### config.mk
export PLATFORM = sky130hd
export DESIGN_NAME = mcw_watchdog_status
export DESIGN_NICKNAME = d
export VERILOG_FILES = /design/src/rtl/mcw_pkg.sv /design/src/rtl/mcw_watchdog_status.sv
export SDC_FILE = /design/constraint.sdc
export NUM_CORES = 1
export LEC_CHECK = 0
export BUFFER_PORTS_ARGS = -buffer_cell sky130_fd_sc_hd__buf_2
export CAP_MARGIN = 20
export CORE_ASPECT_RATIO = 2
export CORE_MARGIN = 5
export CORE_UTILIZATION = 60
export CTS_CLUSTER_DIAMETER = 100
export DETAILED_ROUTE_END_ITERATION = 6
export GPL_ROUTABILITY_DRIVEN = 0
export PLACE_DENSITY = 0.8
export SYNTH_ARGS = -nofsm -noshare
export SYNTH_HDL_FRONTEND = slang
export SYNTH_SLANG_ARGS = --single-unit
### constraint.sdc
create_clock -name i_mclk -period 3.45 [get_ports i_mclk]
set_input_delay 0.69 -clock i_mclk [delete_from_list [all_inputs] [get_ports i_mclk]]
set_output_delay 0.69 -clock i_mclk [all_outputs]
set_load 0.005 [all_outputs]
### src/rtl/mcw_pkg.sv
package mcw_pkg;
  // System clock
  localparam int unsigned CLK_HZ            = 100_000_000;
  // Default watchdog interval, in microseconds; unused, the interval comes from i_wd_timeout_us
  localparam int unsigned WD_TIMEOUT_US_RST = 3000;
  localparam int unsigned WD_TICK_NS        = 1000;
  localparam int unsigned WD_TICK_CYCLES    = (WD_TICK_NS * (CLK_HZ / 1_000_000)) / 1000;
  // Common blink half-period
  localparam int unsigned BLINK_HALF_MS     = 250;
  localparam int unsigned BLINK_HALF_CYCLES = BLINK_HALF_MS * (CLK_HZ / 1000);
  // Node poll supervision
  localparam int unsigned NODE_MISS_LIMIT   = 4;
  localparam int unsigned WD_WIDTH          = 24;
  localparam int unsigned NODE_COUNT        = 16;
  typedef enum logic [1:0] {
    MCW_RS_IDLE,
    MCW_RS_INIT,
    MCW_RS_UP,
    MCW_RS_DROP
  } mcw_rs_state_t;
endpackage : mcw_pkg

### src/rtl/mcw_watchdog_status.sv
// Functional notes
// - Host sample call restarts watchdog count
// - Host programs interval; missed call expires
// - Expired flag visible to host
// - Expiry forces power enables low in hardware
// - Supervision only while enable setting true
// - Power enable needs request, no expiry, no fault
// - CAN LED blink traffic, on full, off idle
// - RS485 LED blink init, on up, off drop
// - Drop node that stops answering polls
// - Host-running LED blinks while software runs
// - Boot LED steady after successful boot
// - Error LED off clean, blink on PCI error
// - Error LED steady on watchdog overflow
`timescale 1ns/10ps
module mcw_watchdog_status
  import mcw_pkg::*;
#(
  parameter int unsigned AXES        = 6,
  parameter int unsigned NODES       = NODE_COUNT,
  parameter int unsigned BLINK_HALF  = BLINK_HALF_CYCLES,
  parameter int unsigned MISS_LIMIT  = NODE_MISS_LIMIT
) (
  input  wire logic                i_mclk,            // System clock
  input  wire logic                i_resetn,          // Sync reset, active low
  input  wire logic                i_host_sample_call,// Sampling function pulse
  input  wire logic                i_wd_enable,       // Watchdog enable setting
  input  wire logic [WD_WIDTH-1:0] i_wd_timeout_us,   // Watchdog interval, us
  input  wire logic                i_power_enable,    // Host power-enable request
  input  wire logic [AXES-1:0]     i_power_fault_pin, // Amplifier fault pins
  input  wire logic                i_can_activity,    // CAN data exchange pulse
  input  wire logic                i_can_buf_full,    // Any CAN buffer full
  input  wire logic                i_rs_init_busy,    // Node initialization running
  input  wire logic [NODES-1:0]    i_node_present,    // Nodes found at init
  input  wire logic                i_poll_round,      // End of a poll round pulse
  input  wire logic [NODES-1:0]    i_node_answered,   // Nodes answering this round
  input  wire logic                i_host_running,    // Host control software alive
  input  wire logic                i_boot_ok,         // Card booted successfully
  input  wire logic                i_pci_error,       // PCI communication error
  output logic                     o_wd_expired,      // Watchdog expired flag
  output logic [AXES:0]            o_power_enable,    // Axis and CAN enables
  output logic [NODES-1:0]         o_node_active,     // Nodes in active service
  output logic                     o_can_led,         // CAN indicator
  output logic                     o_rs485_led,       // RS485 indicator
  output logic                     o_host_running_led,// Host running indicator
  output logic                     o_boot_led,        // Boot indicator
  output logic                     o_error_led        // Error indicator
);

  // Refuse sizes that the counters below cannot serve
  if (AXES < 1) begin : g_chk_axes
    $error("mcw_watchdog_status: AXES must be at least 1");
  end
  if (NODES < 1) begin : g_chk_nodes
    $error("mcw_watchdog_status: NODES must be at least 1");
  end
  if (BLINK_HALF < 2) begin : g_chk_blink
    $error("mcw_watchdog_status: BLINK_HALF must be at least 2");
  end
  if (MISS_LIMIT < 1 || MISS_LIMIT > 255) begin : g_chk_miss
    $error("mcw_watchdog_status: MISS_LIMIT must lie in 1 to 255");
  end
  if (WD_TICK_CYCLES < 1) begin : g_chk_tick
    $error("mcw_watchdog_status: microsecond tick needs a clock of at least 1 MHz");
  end

  localparam int unsigned BW = $clog2(BLINK_HALF);
  localparam int unsigned TW = $clog2(WD_TICK_CYCLES + 1);

  // Fault pins come from outside the clock domain
  logic [AXES-1:0] flt_s1_reg, flt_s1_next;
  logic [AXES-1:0] flt_s2_reg, flt_s2_next;
  logic            fault_seen;
  always_comb begin
    flt_s1_next = i_power_fault_pin;
    flt_s2_next = flt_s1_reg;
    // Any synced fault drops every enable; faults are not kept per axis
    fault_seen  = (flt_s2_reg != '0);
  end
  always_ff @(posedge i_mclk) begin
    if (!i_resetn) begin
      flt_s1_reg <= '0;
      flt_s2_reg <= '0;
    end else begin
      flt_s1_reg <= flt_s1_next;
      flt_s2_reg <= flt_s2_next;
    end
  end

  // Common blink generator
  logic [BW-1:0] blink_cnt_reg, blink_cnt_next;
  logic          blink_reg, blink_next;
  logic          blink_step;
  always_comb begin
    blink_step     = (blink_cnt_reg == BW'(BLINK_HALF - 1));
    blink_cnt_next = blink_cnt_reg + 1'b1;
    blink_next     = blink_reg;
    if (blink_step) begin
      blink_cnt_next = '0;
      blink_next     = ~blink_reg;
    end
  end
  always_ff @(posedge i_mclk) begin
    if (!i_resetn) begin
      blink_cnt_reg <= '0;
      blink_reg     <= 1'b0;
    end else begin
      blink_cnt_reg <= blink_cnt_next;
      blink_reg     <= blink_next;
    end
  end

  // Watchdog: microsecond tick plus interval counter
  logic [TW-1:0]       tick_cnt_reg, tick_cnt_next;
  logic [WD_WIDTH-1:0] wd_cnt_reg, wd_cnt_next;
  logic                expired_reg, expired_next;
  logic                tick;
  always_comb begin
    tick          = (tick_cnt_reg == TW'(WD_TICK_CYCLES - 1));
    tick_cnt_next = tick ? '0 : tick_cnt_reg + 1'b1;
    wd_cnt_next   = wd_cnt_reg;
    expired_next  = expired_reg;
    if (!i_wd_enable) begin
      wd_cnt_next   = '0;
      tick_cnt_next = '0;
      expired_next  = 1'b0;
    end else if (i_host_sample_call) begin
      wd_cnt_next   = '0;
      tick_cnt_next = '0;
    end else if (tick && !expired_reg) begin
      wd_cnt_next = wd_cnt_reg + 1'b1;
      // A zero interval expires on the first tick
      if (wd_cnt_next >= i_wd_timeout_us) begin
        expired_next = 1'b1;
      end
    end
  end
  // Expiry is sticky while enabled; a late sample call does not re-arm power
  always_ff @(posedge i_mclk) begin
    if (!i_resetn) begin
      tick_cnt_reg <= '0;
      wd_cnt_reg   <= '0;
      expired_reg  <= 1'b0;
    end else begin
      tick_cnt_reg <= tick_cnt_next;
      wd_cnt_reg   <= wd_cnt_next;
      expired_reg  <= expired_next;
    end
  end

  // Node supervision: miss counters per node
  // Any answer clears the count, so only consecutive misses drop a node
  logic [NODES-1:0] active_reg, active_next;
  logic [7:0]       miss_reg [NODES];
  logic [7:0]       miss_next [NODES];
  genvar g;
  generate
    for (g = 0; g < NODES; g++) begin : g_node
      always_comb begin
        miss_next[g]   = miss_reg[g];
        active_next[g] = active_reg[g];
        if (i_rs_init_busy) begin
          miss_next[g]   = '0;
          active_next[g] = i_node_present[g];
        end else if (i_poll_round && active_reg[g]) begin
          if (i_node_answered[g]) begin
            miss_next[g] = '0;
          end else if (miss_reg[g] == 8'(MISS_LIMIT - 1)) begin
            active_next[g] = 1'b0;
          end else begin
            miss_next[g] = miss_reg[g] + 8'h01;
          end
        end
      end
      always_ff @(posedge i_mclk) begin
        if (!i_resetn) begin
          miss_reg[g]   <= 8'h00;
          active_reg[g] <= 1'b0;
        end else begin
          miss_reg[g]   <= miss_next[g];
          active_reg[g] <= active_next[g];
        end
      end
    end
  endgenerate

  // RS485 bus state
  // Drop holds until a fresh init so a lost node stays visible
  mcw_rs_state_t rs_reg, rs_next;
  always_comb begin
    rs_next = rs_reg;
    unique case (rs_reg)
      MCW_RS_IDLE: if (i_rs_init_busy) rs_next = MCW_RS_INIT;
      MCW_RS_INIT: if (!i_rs_init_busy) rs_next = MCW_RS_UP;
      MCW_RS_UP: begin
        if (i_rs_init_busy) rs_next = MCW_RS_INIT;
        else if ((active_reg & i_node_present) != i_node_present) rs_next = MCW_RS_DROP;
      end
      MCW_RS_DROP: if (i_rs_init_busy) rs_next = MCW_RS_INIT;
    endcase
  end
  always_ff @(posedge i_mclk) begin
    if (!i_resetn) rs_reg <= MCW_RS_IDLE;
    else rs_reg <= rs_next;
  end

  // CAN activity stretched over BLINK_HALF - 1 cycles, one less than a blink half-period, so short bursts show
  logic [BW-1:0] can_hold_reg, can_hold_next;
  always_comb begin
    can_hold_next = can_hold_reg;
    if (i_can_activity) can_hold_next = BW'(BLINK_HALF - 1);
    else if (can_hold_reg != '0) can_hold_next = can_hold_reg - 1'b1;
  end
  always_ff @(posedge i_mclk) begin
    if (!i_resetn) can_hold_reg <= '0;
    else can_hold_reg <= can_hold_next;
  end

  // Lamp modes shared by every indicator
  typedef enum logic [1:0] {
    MCW_LAMP_OFF,
    MCW_LAMP_ON,
    MCW_LAMP_BLINK
  } mcw_lamp_t;

  // All blinking lamps follow one phase, so they flash in step
  function automatic logic lamp_drive(input mcw_lamp_t mode, input logic phase);
    logic lit;
    lit = 1'b0;
    unique case (mode)
      MCW_LAMP_OFF:   lit = 1'b0;
      MCW_LAMP_ON:    lit = 1'b1;
      MCW_LAMP_BLINK: lit = phase;
      default:        lit = 1'b0;
    endcase
    return lit;
  endfunction : lamp_drive

  // Power outputs: expiry cuts the enables on the edge that raises the flag
  logic [AXES:0] pwr_next;
  always_comb begin
    pwr_next = '0;
    if (i_power_enable && !expired_next && !fault_seen) begin
      pwr_next = '1;
    end
  end
  always_ff @(posedge i_mclk) begin
    if (!i_resetn) begin
      o_wd_expired   <= 1'b0;
      o_power_enable <= '0;
    end else begin
      o_wd_expired   <= expired_next;
      o_power_enable <= pwr_next;
    end
  end

  // Indicator and node outputs
  mcw_lamp_t   can_mode, rs_mode, run_mode, boot_mode, err_mode;
  logic        can_led_next, rs_led_next, run_led_next, boot_led_next, err_led_next;
  always_comb begin
    // Full buffer outranks ordinary traffic
    if (i_can_buf_full) can_mode = MCW_LAMP_ON;
    else if (can_hold_reg != '0) can_mode = MCW_LAMP_BLINK;
    else can_mode = MCW_LAMP_OFF;
    unique case (rs_reg)
      MCW_RS_INIT:              rs_mode = MCW_LAMP_BLINK;
      MCW_RS_UP:                rs_mode = MCW_LAMP_ON;
      MCW_RS_IDLE, MCW_RS_DROP: rs_mode = MCW_LAMP_OFF;
    endcase
    run_mode  = i_host_running ? MCW_LAMP_BLINK : MCW_LAMP_OFF;
    boot_mode = i_boot_ok ? MCW_LAMP_ON : MCW_LAMP_OFF;
    // Same-edge expiry so the lamp never lags the flag
    if (expired_next) err_mode = MCW_LAMP_ON;
    else if (i_pci_error) err_mode = MCW_LAMP_BLINK;
    else err_mode = MCW_LAMP_OFF;
    can_led_next  = lamp_drive(can_mode, blink_reg);
    rs_led_next   = lamp_drive(rs_mode, blink_reg);
    run_led_next  = lamp_drive(run_mode, blink_reg);
    boot_led_next = lamp_drive(boot_mode, blink_reg);
    err_led_next  = lamp_drive(err_mode, blink_reg);
  end
  always_ff @(posedge i_mclk) begin
    if (!i_resetn) begin
      o_node_active      <= '0;
      o_can_led          <= 1'b0;
      o_rs485_led        <= 1'b0;
      o_host_running_led <= 1'b0;
      o_boot_led         <= 1'b0;
      o_error_led        <= 1'b0;
    end else begin
      o_node_active      <= active_next;
      o_can_led          <= can_led_next;
      o_rs485_led        <= rs_led_next;
      o_host_running_led <= run_led_next;
      o_boot_led         <= boot_led_next;
      o_error_led        <= err_led_next;
    end
  end

endmodule : mcw_watchdog_status

==> results.md <==
* Place WS at 0.1692 ns
* Max-slew headroom at 37.46%
* Via density at 5.543
* CTS Buf Count at 23
* Clock transition at the registers of the reported paths at 0.07 ns
* Hold WC Path Type: input port to flop
* Post-synth EDFFs at 0
* Kind of critical path: flop to flop
* Synth top cells by count: nor2_1 (253), dfxtp_1 (247), xor2_1 (124)
* Syn Nets at 1484
* Cells after synthesis at 1363
* Syn_area_per_cell at 8.661 um2
* Final wirelength at 26160 um
* Reg2reg start: wd_cnt_reg[0]$_SDFFE_PP0P_
* Share of the synthesized area in the top cell type at 41.89%
* Share of cells above drive strength 1 at 11.94%
* Synthesized cell area at 11810 um2
* Setup repair bufs after CTS at 0
* Inst Count DP at 1700
* Final hold violation count at 0
* Largest register FFs at 128
* Final HPWL DP at 19170 um
* Final ANT Viol Nets at 0
* Multi-input logic area at 6511 um2
* Worst Path Arrival at 3.65 ns
* Fin crit share at 94.18%
* Cell taking the most area after synthesis: dfxtp_1
* Unrepaired setup endpoints after global routing: false
* Clock Skew at 0.01119 ns
* Slew @ Worst Pin at 0.9381 ns
* Seq/Total Area, Yosys at 41.89%
* Critical Path Start Type: flop
* Clock sink total at 247
* Chip Height at 208.4 um
* Total grt overflow at 0
* Post-CTS resize count at 0
* Area growth, synth to finish at 13.57%
* Antenna violations before repair at 2
* Setup_tns at 0 ns
* Max Cap Viol at 0
* Initial Utilization at 60.95%
* Leakage power at 5.464 nW
* VDD IR max at 397.8 uV
* Critical path peak fanout at 5
* Async SR Flop Fraction at 0%
* First-pass GRT wire length at 43780 um
* PD cells at 456.8 nW/um2
* TritonCTS clock tree: yes
* DRC at 0
* Post-route minimum period at 3.249 ns
* Synth cell types at 54
* Vias in the first global route at 9856
* Pre-antenna DRT Iters at 5
* Crit end category: flop
* Fillers at 1549
* R2R Setup Slk at 0.20 ns
* Top_reg_cell synth: dfxtp_1
* Die width at 109.2 um
* Yosys warns at 0
* Total GRT Usage at 22.96%
* Final worst slack at 0.2007 ns
* Top post-synthesis cells by area: dfxtp_1 (42%), xor2_1 (9.2%), nor2_1 (8.0%)
* Final setup fails at 0
* Number of DRC markers in iteration 0 at 402
* Port Buf Inserts at 102
* Final net count at 1587
* Via count at 9656
* Critical Path Start: wd_cnt_reg[0]$_SDFFE_PP0P_
* N_diodes at 0
* Most common cell in the netlist: nor2_1
* Largest net degree at the start of global routing at 44
* Wire per inst at 15.02 um
* CORE AREA at 19370 um2
* Worst R2R Path Depth at 15
* Area taken by flip-flops and latches at 4945 um2
* Clock root buffer: clkbuf_16
* Die area at 22750 um2
* Hold Path Origin: i_power_fault_pin[4]
* Critical Path RT at 3.85 ns
* Hold Path Cell Cnt at 2
* H-tree depth at 1
* Fin. max-slew vios at 0
* Yosys reg bits at 247
* Reg2reg end: o_power_enable[5]$_SDFF_PN0_
* Non-Filler Instances at 1742
* Row count at 72
* Worst-case clock buffer depth at 3
* # hold bufs at CTS at 0
* Top-level I/O count at 103
* Worst Hold End: flt_s1_reg[4]$_SDFF_PN0_
* Worst-skew pair later-pin latency at 0.52 ns
* Status: finished, final reports clean
* FMAX at 307.8 MHz
-- metal layers --
metal  vias to the layer above  share of wire (%)  global-route usage [%]  routed length, um
met4                         2                4.2                   10.37               1094
met5                         -              0.050                       0                 13
li1                       4813                  -                       -                  -
met1                      4537                 36                   22.77               9436
met2                       217                 55                   44.88              14470
met3                        87                4.4                   3.381               1140
-- critical path, cell delays in order, from the launching register on --
cell	delay, ns
dfxtp_1	0.41
ha_1	0.23
and3_1	0.26
nand4_1	0.14
nor3_1	0.22
buf_4	0.16
nand2_1	0.06
xnor2_1	0.13
ha_1	0.32
nand4_1	0.16
nor3_1	0.29
nand2_1	0.08
a31oi_1	0.18
nor4_2	0.09
buf_4	0.14
o311a_1	0.28
-- power by group --
group          leakage [nW]  internal, mW  switching [mW]
logic                  3.06         0.173           0.234
clock network         0.405          1.65            1.12
registers              2.00          2.90          0.0534
-- layout by cell type (no fill, tap or decap), drive strengths merged, types with 3 or more instances in the layout --
cell type,n
nand4,11
nand3b,3
nor4,30
mux2i,18
nor4b,3
or3,7
a21boi,4
nor2,254
or2,6
a22oi,5
dfxtp,247
xnor2,80
nand2b,7
nand2,91
inv,50
and4b,16
clkbuf,30
a211oi,18
clkinv,4
a21oi,44
a21o,4
and3,61
buf,116
ha,47
o211ai,3
o21ai,8
and2,17
xor2,124
nor3,19
bufinv,4
nor2b,17
nand3,115
-- cells by family (layout without fill, tap and decap cells) --
family	after synthesis	count (layout)	share of synthesized area (%)
xor gates and xnor gates	204	204	15.14
DFF	247	247	41.89
and+or+nand+nor	664	664	28.19
muxes	18	18	1.526
adders and majority gates	47	47	4.981
AOI/OAI and AO/OA	97	97	5.225
buffers and inverters	86	206	3.052
-- per-stage QoR --
| step | power (mW) | hold slack (ns) | util, % | area, um2 |
|---|---|---|---|---|
| after floorplan | 3.280 | 0.4119 | - | 11810 |
| after CTS | 6.189 | 0.3702 | 69.16 | 13400 |
| after detailed placement | 3.427 | 0.4238 | 64.87 | 12560 |
| final | 6.125 | 0.3874 | 69.22 | 13410 |
| after global placement | 3.416 | 0.4174 | 64.87 | 12560 |
| after global routing | 6.350 | 0.3800 | 69.22 | 13410 |
-- cell type report --
type | count | area share [%]
Inverter | 48 | 1.344
Clock inverter | 12 | 1.335
Multi-Input combinational cell | 1030 | 48.57
Timing Repair Buffer | 116 | 4.592
Clock buffer | 30 | 4.862
Sequential cell | 247 | 36.88
Tap cell | 259 | 2.417
-- worst max path at each step --
stage	to	slack [ns]	depth (start not counted)
after global placement	o_error_led$_SDFF_PN0_	0.25	12
after global routing	o_power_enable[5]$_SDFF_PN0_	0.01	15
after CTS	o_error_led$_SDFF_PN0_	0.14	12
after floorplan	o_error_led$_SDFF_PN0_	0.39	12
after detailed placement	o_error_led$_SDFF_PN0_	0.17	12
final	o_power_enable[5]$_SDFF_PN0_	0.20	15
Note: power is estimated with default switching activity, not from simulation.
